==> config.mk <==
export PLATFORM = sky130hd
export DESIGN_NAME = cfg_ident_command
export DESIGN_NICKNAME = d
export VERILOG_FILES = /design/src/pkg/cfg_header_pkg.sv /design/src/rtl/cfg_read_mux.sv /design/src/rtl/cfg_ident_command.sv
export SDC_FILE = /design/constraint.sdc
export NUM_CORES = 1
export LEC_CHECK = 0
export ABC_CLOCK_PERIOD_IN_PS = 2910
export BUFFER_PORTS_ARGS = -buffer_cell sky130_fd_sc_hd__buf_2
export CORE_ASPECT_RATIO = 1.4
export CORE_MARGIN = 10
export CORE_UTILIZATION = 37
export CTS_CLUSTER_DIAMETER = 150
export DETAILED_ROUTE_END_ITERATION = 8
export PLACE_DENSITY = 0.81
export SLEW_MARGIN = 25
export SYNTH_ARGS = -nofsm -noshare
export SYNTH_HDL_FRONTEND = slang
export SYNTH_SLANG_ARGS = --single-unit
==> constraint.sdc <==
create_clock -name I_CLOCK -period 2.91 [get_ports I_CLOCK]
set_input_delay 0.873 -clock I_CLOCK [delete_from_list [all_inputs] [get_ports I_CLOCK]]
set_output_delay 0.873 -clock I_CLOCK [all_outputs]
set_load 0.03 [all_outputs]
==> src/pkg/cfg_header_pkg.sv <==
// Constants and types for the configuration identity and command block
package cfg_header_pkg;

  // Configuration dword indices (256-byte space, 64 dwords)
  localparam logic [5:0] IDX_IDENT = 6'h00;
  localparam logic [5:0] IDX_CMD_STAT = 6'h01;
  localparam logic [5:0] IDX_CLASS_REV = 6'h02;
  localparam logic [5:0] IDX_LAYOUT = 6'h03;

  // Byte offsets of the class code bytes inside the space
  localparam logic [7:0] OFS_CLASS_PROG = 8'h09;
  localparam logic [7:0] OFS_CLASS_SUB = 8'h0A;
  localparam logic [7:0] OFS_CLASS_BASE = 8'h0B;

  // Field positions inside the dwords
  localparam int unsigned HALF_HI = 16;
  localparam int unsigned REV_LSB = 0;
  localparam int unsigned CLASS_LSB = 8;
  localparam int unsigned LAYOUT_LSB = 16;
  localparam int unsigned LAYOUT_MF_BIT = 7;

  // Standard header layout code for locations 10h..3Fh
  localparam logic [6:0] LAYOUT_STANDARD = 7'h00;

  // Command bit positions
  localparam int unsigned CMD_IO = 0;
  localparam int unsigned CMD_MEM = 1;
  localparam int unsigned CMD_MASTER = 2;
  localparam int unsigned CMD_SPECIAL = 3;
  localparam int unsigned CMD_MWI = 4;
  localparam int unsigned CMD_PALETTE = 5;
  localparam int unsigned CMD_PARITY = 6;
  localparam int unsigned CMD_STEP = 7;
  localparam int unsigned CMD_SERR = 8;
  localparam int unsigned CMD_FASTB2B = 9;
  localparam int unsigned CMD_WIDTH = 16;

  // Values used by the block
  localparam logic [15:0] CMD_ZERO = 16'h0000;
  localparam logic [31:0] DWORD_ZERO = 32'h0000_0000;

  // Address/data stepping capability
  localparam int STEP_NEVER = 0;
  localparam int STEP_ALWAYS = 1;
  localparam int STEP_OPTIONAL = 2;

  // Access sequencer phases
  typedef enum logic [0:0] {
    PH_IDLE,
    PH_ANSWER
  } phase_t;

endpackage

==> src/rtl/cfg_read_mux.sv <==
// Read data selection for the configuration header dwords
module cfg_read_mux
  import cfg_header_pkg::*;
#(
  parameter logic [15:0] MAKER_ID = 16'h5A5A,
  parameter logic [15:0] PRODUCT_ID = 16'h0001,
  parameter logic [7:0] REVISION_IDENTIFIER = 8'h01,
  parameter logic [23:0] CLASS_CODE = 24'h08_8000,
  parameter bit MULTI_FUNCTION = 1'b0
) (
  input wire logic [5:0] i_index,
  input wire logic [15:0] i_command,
  output logic [31:0] o_data
);

  // Header layout byte: top bit 0 marks a multifunction device
  localparam logic [7:0] LAYOUT_BYTE = {~MULTI_FUNCTION, LAYOUT_STANDARD}; // RULE_05 RULE_06

  // Constant fields come from parameters only, so no write can reach them
  always_comb begin // RULE_01
    o_data = DWORD_ZERO;
    unique case (i_index)
      IDX_IDENT: begin
        o_data = {PRODUCT_ID, MAKER_ID}; // RULE_02 RULE_03
      end
      IDX_CMD_STAT: begin
        o_data = {16'h0000, i_command}; // RULE_20
      end
      IDX_CLASS_REV: begin
        o_data = {CLASS_CODE, REVISION_IDENTIFIER}; // RULE_04 RULE_07
      end
      IDX_LAYOUT: begin
        o_data[LAYOUT_LSB +: 8] = LAYOUT_BYTE;
      end
      default: begin
        o_data = DWORD_ZERO;
      end
    endcase
  end

endmodule

==> src/rtl/cfg_ident_command.sv <==
// Configuration identity fields and Command register of a target-only board
// Function
// RULE_01 - Identity fields are read-only; writes never change them.
// RULE_02 - Maker field returns a fixed maker code.
// RULE_03 - Product field returns a fixed maker-chosen product code.
// RULE_04 - Revision field returns a fixed code extending the product code.
// RULE_05 - Layout byte top bit flags multifunction; 0 means multifunction.
// RULE_06 - Layout low seven bits return 00h, the standard header.
// RULE_07 - Class code: base 0Bh, subclass 0Ah, interface 09h, all read-only.
// RULE_08 - Command all zero: respond only to configuration accesses.
// RULE_09 - Command bit 0 gates I/O space response, resets to 0.
// RULE_10 - Command bit 1 gates memory space response, resets to 0.
// RULE_11 - Command bit 2 permits bus mastering, resets to 0.
// RULE_12 - Command bit 3 enables special cycle monitoring, resets to 0.
// RULE_13 - Command bit 4 allows write-and-invalidate, resets to 0.
// RULE_14 - Command bit 5 enables palette snooping, device then ignores palette accesses.
// RULE_15 - Command bit 6 enables parity-error action, resets to 0.
// RULE_16 - Command bit 7 stepping: fixed 0, fixed 1, or writable resetting to 1.
// RULE_17 - Command bit 8 enables error driver; address parity needs bits 8 and 6.
// RULE_18 - Command bit 9 optional writable fast back-to-back enable.
// RULE_19 - Configuration header is reachable at all times.
// RULE_20 - Implemented registers read back the value in use.
// RULE_21 - Command bits 10 to 15 read zero and ignore writes.
// RULE_22 - Unused functions (master, memory, special cycles) read fixed zero.
module cfg_ident_command
  import cfg_header_pkg::*;
#(
  parameter logic [15:0] MAKER_ID = 16'h5A5A,
  parameter logic [15:0] PRODUCT_ID = 16'h0001,
  parameter logic [7:0] REVISION_IDENTIFIER = 8'h01,
  parameter logic [23:0] CLASS_CODE = 24'h08_8000,
  parameter bit MULTI_FUNCTION = 1'b0,
  parameter bit PALETTE_IMPL = 1'b0,
  parameter int STEP_MODE = STEP_NEVER,
  parameter bit FAST_B2B_IMPL = 1'b1
) (
  input wire logic I_CLOCK,
  input wire logic I_RST_N,
  input wire logic i_CLK_EN,
  input wire logic i_CFG_REQ,
  input wire logic i_CFG_WRITE,
  input wire logic [5:0] i_CFG_INDEX,
  input wire logic [3:0] i_CFG_BYTE_EN,
  input wire logic [31:0] i_CFG_WDATA,
  input wire logic i_IO_HIT,
  input wire logic i_MEM_HIT,
  input wire logic i_PALETTE_HIT,
  input wire logic i_PARITY_ERR,
  input wire logic i_ADDR_PARITY_ERR,
  output logic o_CFG_ACK,
  output logic [31:0] o_CFG_RDATA,
  output logic o_IO_ENABLE,
  output logic o_MEM_ENABLE,
  output logic o_MASTER_ENABLE,
  output logic o_SPECIAL_ENABLE,
  output logic o_MWI_ENABLE,
  output logic o_PALETTE_SNOOP,
  output logic o_PARITY_RESPONSE,
  output logic o_STEP_ENABLE,
  output logic o_SERR_ENABLE,
  output logic o_FAST_B2B_ENABLE,
  output logic o_IO_CLAIM,
  output logic o_MEM_CLAIM,
  output logic o_PERR_REPORT,
  output logic o_SERR_REPORT
);

  // Refuse stepping modes the logic does not know
  if (STEP_MODE < STEP_NEVER || STEP_MODE > STEP_OPTIONAL) begin : g_bad_step
    $error("STEP_MODE must be never, always or optional");
  end

  // Writable command bits for this board; all others stay at their fixed value
  localparam logic STEP_RW = (STEP_MODE == STEP_OPTIONAL);
  localparam logic STEP_FIXED = (STEP_MODE != STEP_NEVER);
  localparam logic [15:0] CMD_RW_MASK = {6'b00_0000, FAST_B2B_IMPL, 1'b1, STEP_RW,
    1'b1, PALETTE_IMPL, 5'b0_0001};
  localparam logic [15:0] CMD_FIXED = {8'h00, STEP_FIXED, 7'h00};
  localparam logic [15:0] CMD_RESET = CMD_FIXED;

  // Whole state of the block
  typedef struct packed {
    phase_t phase;
    logic ack;
    logic [31:0] rdata;
    logic [15:0] command;
    logic io_claim;
    logic mem_claim;
    logic perr_report;
    logic serr_report;
  } blk_state_t;

  localparam blk_state_t STATE_RESET = '{
    phase: PH_IDLE,
    ack: 1'b0,
    rdata: DWORD_ZERO,
    command: CMD_RESET,
    io_claim: 1'b0,
    mem_claim: 1'b0,
    perr_report: 1'b0,
    serr_report: 1'b0
  };

  blk_state_t st;
  blk_state_t next_st;
  logic [31:0] read_word;
  logic [15:0] cmd_written;
  logic cmd_write;
  logic take;

  // Read word for the requested dword
  cfg_read_mux #(
    .MAKER_ID(MAKER_ID),
    .PRODUCT_ID(PRODUCT_ID),
    .REVISION_IDENTIFIER(REVISION_IDENTIFIER),
    .CLASS_CODE(CLASS_CODE),
    .MULTI_FUNCTION(MULTI_FUNCTION)
  ) u_read_mux (
    .i_index(i_CFG_INDEX),
    .i_command(st.command),
    .o_data(read_word)
  );

  // A request is taken only in idle, whatever the command bits hold
  assign take = i_CFG_REQ && (st.phase == PH_IDLE); // RULE_19
  assign cmd_write = take && i_CFG_WRITE && (i_CFG_INDEX == IDX_CMD_STAT);

  // Per-bit update: writable bits follow the write, the rest stay fixed
  for (genvar b = 0; b < CMD_WIDTH; b++) begin : g_cmd_bit
    localparam int unsigned LANE = b / 8;
    always_comb begin
      if (!CMD_RW_MASK[b]) begin
        cmd_written[b] = CMD_FIXED[b]; // RULE_16 RULE_21 RULE_22
      end else if (cmd_write && i_CFG_BYTE_EN[LANE]) begin
        cmd_written[b] = i_CFG_WDATA[b]; // RULE_09 RULE_15 RULE_17 RULE_18
      end else begin
        cmd_written[b] = st.command[b];
      end
    end
  end

  // Next-state logic
  always_comb begin
    next_st = st;
    next_st.command = cmd_written;
    // Target gating: a zero command claims nothing but configuration cycles
    next_st.io_claim = i_IO_HIT && st.command[CMD_IO] // RULE_08 RULE_09
      && !(i_PALETTE_HIT && st.command[CMD_PALETTE]); // RULE_14
    next_st.mem_claim = i_MEM_HIT && st.command[CMD_MEM] // RULE_10
      && !(i_PALETTE_HIT && st.command[CMD_PALETTE]); // RULE_14
    // Parity action only when enabled; address parity needs the error driver too
    next_st.perr_report = i_PARITY_ERR && st.command[CMD_PARITY]; // RULE_15
    next_st.serr_report = i_ADDR_PARITY_ERR && st.command[CMD_PARITY]
      && st.command[CMD_SERR]; // RULE_17
    unique case (st.phase)
      PH_IDLE: begin
        next_st.ack = 1'b0;
        if (take) begin
          next_st.phase = PH_ANSWER;
          next_st.ack = 1'b1;
          next_st.rdata = i_CFG_WRITE ? DWORD_ZERO : read_word; // RULE_20
        end
      end
      PH_ANSWER: begin
        next_st.phase = PH_IDLE;
        next_st.ack = 1'b0;
        next_st.rdata = DWORD_ZERO;
      end
    endcase
  end

  // State register, frozen while the clock enable is low
  always_ff @(posedge I_CLOCK or negedge I_RST_N) begin
    if (!I_RST_N) begin
      st <= STATE_RESET;
    end else if (i_CLK_EN) begin
      st <= next_st;
    end
  end

  // Outputs straight from state flops
  assign o_CFG_ACK = st.ack;
  assign o_CFG_RDATA = st.rdata;
  assign o_IO_ENABLE = st.command[CMD_IO];
  assign o_MEM_ENABLE = st.command[CMD_MEM];
  assign o_MASTER_ENABLE = st.command[CMD_MASTER]; // RULE_11
  assign o_SPECIAL_ENABLE = st.command[CMD_SPECIAL]; // RULE_12
  assign o_MWI_ENABLE = st.command[CMD_MWI]; // RULE_13
  assign o_PALETTE_SNOOP = st.command[CMD_PALETTE];
  assign o_PARITY_RESPONSE = st.command[CMD_PARITY];
  assign o_STEP_ENABLE = st.command[CMD_STEP];
  assign o_SERR_ENABLE = st.command[CMD_SERR];
  assign o_FAST_B2B_ENABLE = st.command[CMD_FASTB2B];
  assign o_IO_CLAIM = st.io_claim;
  assign o_MEM_CLAIM = st.mem_claim;
  assign o_PERR_REPORT = st.perr_report;
  assign o_SERR_REPORT = st.serr_report;
endmodule

==> metrics.md <==
| Metric | Value |
|---|---|
| Largest net degree at the start of global routing | 17 |
| Worst slew pin tran | 0.5737 ns |
| Reg2reg start | st[53]$_DFFE_PN0P_ |
| Maximum clock path buffer count | 2 |
| First-pass GRT wire length | 3.622 mm |
| Root Buffer | clkbuf_4 |
| Rel. slew slack | 61.50% |
| Number of nets in the layout | 175 |
| Cts repair resizes | 0 |
| Die Y | 79.63 um |
| Pre-Repair DR Iteration Count | 4 |
| Max VDD drop | 0.2743 mV |
| DP Area | 1039 um^2 |
| Max-cap violations | 0 |
| Fin crit period | 1.816 ns |
| WL per Instance | 14.46 um |
| Post-placement setup slack | 0.8063 ns |
| Post-layout instance area | 1061 um^2 |
| Finished Layout Cells | 155 |
| Initial Utilization | 38.87% |
| Synthesized netlist cell count | 85 |
| TritonCTS clock tree | done |
| Clk_lat worst skew | 0.28 ns |
| #FFs+latches synth | 16 |
| Clk pin slew, worst setup/hold paths | 0.09 ns |
| YS warnings | 0 |
| GRT Total Usage | 8.736% |
| Depth of the CTS H-tree | 1 |
| Num rows | 21 |
| Share of cells above drive strength 1 | 39.67% |
| Core Util, Final | 43.89% |
| Core area | 2417 um^2 |
| CP Capture Type | flop |
| Slew Viols, Final | 0 |
| Setup ws final | 1.094 ns |
| Final setup violating endpoints | 0 |
| Syn Std Cell Area | 939.7 um^2 |
| Die area | 4984 um^2 |
| Run status | finished clean |
| Gpl congestion | 0.6806 |
| Hold_buf cts | 0 |
| RSZ-0062 raised after global routing | no |
| Initial antenna violation count | 0 |
| I/O Pins | 99 |
| Clock Skews | 0.003828 ns |
| Clock Sinks | 16 |
| Placed Cells | 152 |
| Period utilization | 62.39% |
| Req. time, crit path | 3.13 ns |
| Vias in the first global route | 791 |
| Die W | 62.59 um |
| Final hold vios | 0 |
| IO Port Bufs | 40 |
| Reg-to-reg setup timing slack | 1.52 ns |
| Power per Cell Area | 409.5 nW/um^2 |
| Seq/Total Area, Yosys | 42.61% |
| Area growth from synthesis to layout | 12.92% |
| CP startpoint | i_CFG_INDEX[5] |
| DRT Wirelength | 2.241 mm |
| Vias/cell | 4.368 |
| Final TNS setup | 0 ns |
| Vias | 677 |
| Inserted Clock Buffers | 3 |
| Post-CTS Setup Bufs | 0 |
| DRC Markers | 0 |
| Leakage dissipation | 0.6397 nW |
| Hold Crit Class | in2async |
| Detailed Route Iter0 Violations | 7 |
| CP startpoint kind | input port |
| Post-DRT Antenna Nets | 0 |
| Grt ovf | 0 |
| Critical Path AT | 2.03 ns |
| Max Freq | 550.8 MHz |
| WS Path Type | in2reg |
| Post-synth cell types | 24 |
| Syn avg cell area | 11.05 um^2 |
| Max Fanout on Critical Path | 4 |
| Antenna fix cells | 0 |
[Yosys cell counts]
library cell / n / area [um^2]
nor4_2: 1 / 12.51
inv_1: 4 / 15.01
nand2_1: 2 / 7.510
o21ai_1: 1 / 5.000
mux2i_1: 1 / 10.01
a22o_1: 1 / 8.760
dfrtp_1: 16 / 400.4
a21o_1: 3 / 22.52
nand4bb_2: 1 / 16.27
a221o_1: 3 / 30.03
nor3b_4: 1 / 18.77
mux2_1: 4 / 45.04
nor4_4: 1 / 21.27
nand4_1: 3 / 18.77
and4b_1: 1 / 10.01
o31ai_1: 1 / 7.510
o21ai_0: 3 / 15.01
nor2b_1: 1 / 6.260
conb_1: 1 / 3.750
buf_4: 31 / 232.7
nand3_1: 2 / 10.01
buf_2: 1 / 5.000
nor4_1: 1 / 6.260
or4_4: 1 / 11.26
[worst max-delay path, cell delays in order]
cell     delay (ns)
buf_2          0.10
or4_4          0.58
nor3b_4        0.28
a22o_1         0.19
[final timing paths]
check / end / depth (start not counted)
hold reg to reg: o_CFG_RDATA[16]$_DFFE_PN0P_ / 1
setup reg to reg: o_CFG_RDATA[8]$_DFFE_PN0P_ / 3
min in group I_CLOCK: o_CFG_RDATA[16]$_DFFE_PN0P_ / 1
setup / recovery: o_CFG_RDATA[8]$_DFFE_PN0P_ / 4
max in group asynchronous: o_CFG_RDATA[8]$_DFFE_PN0P_ / 1
hold / removal: o_CFG_RDATA[6]$_DFFE_PN0P_ / 1
[power breakdown]
group	switching, mW	leakage [nW]	total (mW)	internal, mW
sequential	0.00355	0.222	0.229	0.226
clock	0.0656	0.0138	0.114	0.0479
combinational	0.0738	0.404	0.0919	0.0181
[placed cells by master (no fill, tap or decap), types with 2 or more instances in the layout]
cell type | Yosys | final
buf_2 | 1 | 40
nand2_1 | 2 | 2
a21o_1 | 3 | 3
clkbuf_4 | 0 | 3
nand4_1 | 3 | 3
a221o_1 | 3 | 3
dfrtp_1 | 16 | 16
inv_1 | 4 | 4
o21ai_0 | 3 | 3
mux2_1 | 4 | 4
nand3_1 | 2 | 2
conb_1 | 1 | 26
[cell families (layout without fill, tap and decap cells)]
kind of cell / Yosys count / in the layout / synth area share, %
buf+inv: 36 / 47 / 26.90
flops: 16 / 16 / 42.61
simple gates: 15 / 15 / 14.78
compound gates: 12 / 12 / 9.454
mux: 5 / 5 / 5.859
other cells: 1 / 26 / 0.3991
[stage by stage]
stage | total power, mW | hold WS, ns
6_report | 0.4345 | 0.4828
5_1_grt | 0.4574 | 0.4904
4_1_cts | 0.4359 | 0.4877
3_5_place_dp | 0.3245 | 0.4681
3_3_place_gp | 0.3225 | 0.4569
2_1_floorplan | 0.3255 | 0.5774
[sequential cells by signal (all words and copies together), names as in the netlist]
signal,flops
o_CFG_RDATA,8
o_FAST_B2B_ENABLE,1
o_IO_CLAIM,1
o_IO_ENABLE,1
o_PARITY_RESPONSE,1
o_PERR_REPORT,1
o_SERR_ENABLE,1
o_SERR_REPORT,1
st,1
[area by class of cell]
class | count | area [um^2]
multi-input combinational | 58 | 380.4
tap | 34 | 42.54
inverter | 4 | 15.01
timing repair buffer | 40 | 200.2
sequential | 16 | 400.4
clock buffer | 3 | 22.52
fill | 252 | 1356
[layer usage]
| layer | vias to the layer above | global-route usage, % | wire length (um) |
|---|---|---|---|
| met5 | - | 0 | 0 |
| met4 | 0 | 3.363 | 8 |
| met3 | 2 | 6.180 | 345 |
| met2 | 42 | 15.64 | 1166 |
| met1 | 316 | 7.392 | 720 |
| li1 | 317 | - | - |
Note: power is estimated with default switching activity, not from simulation.
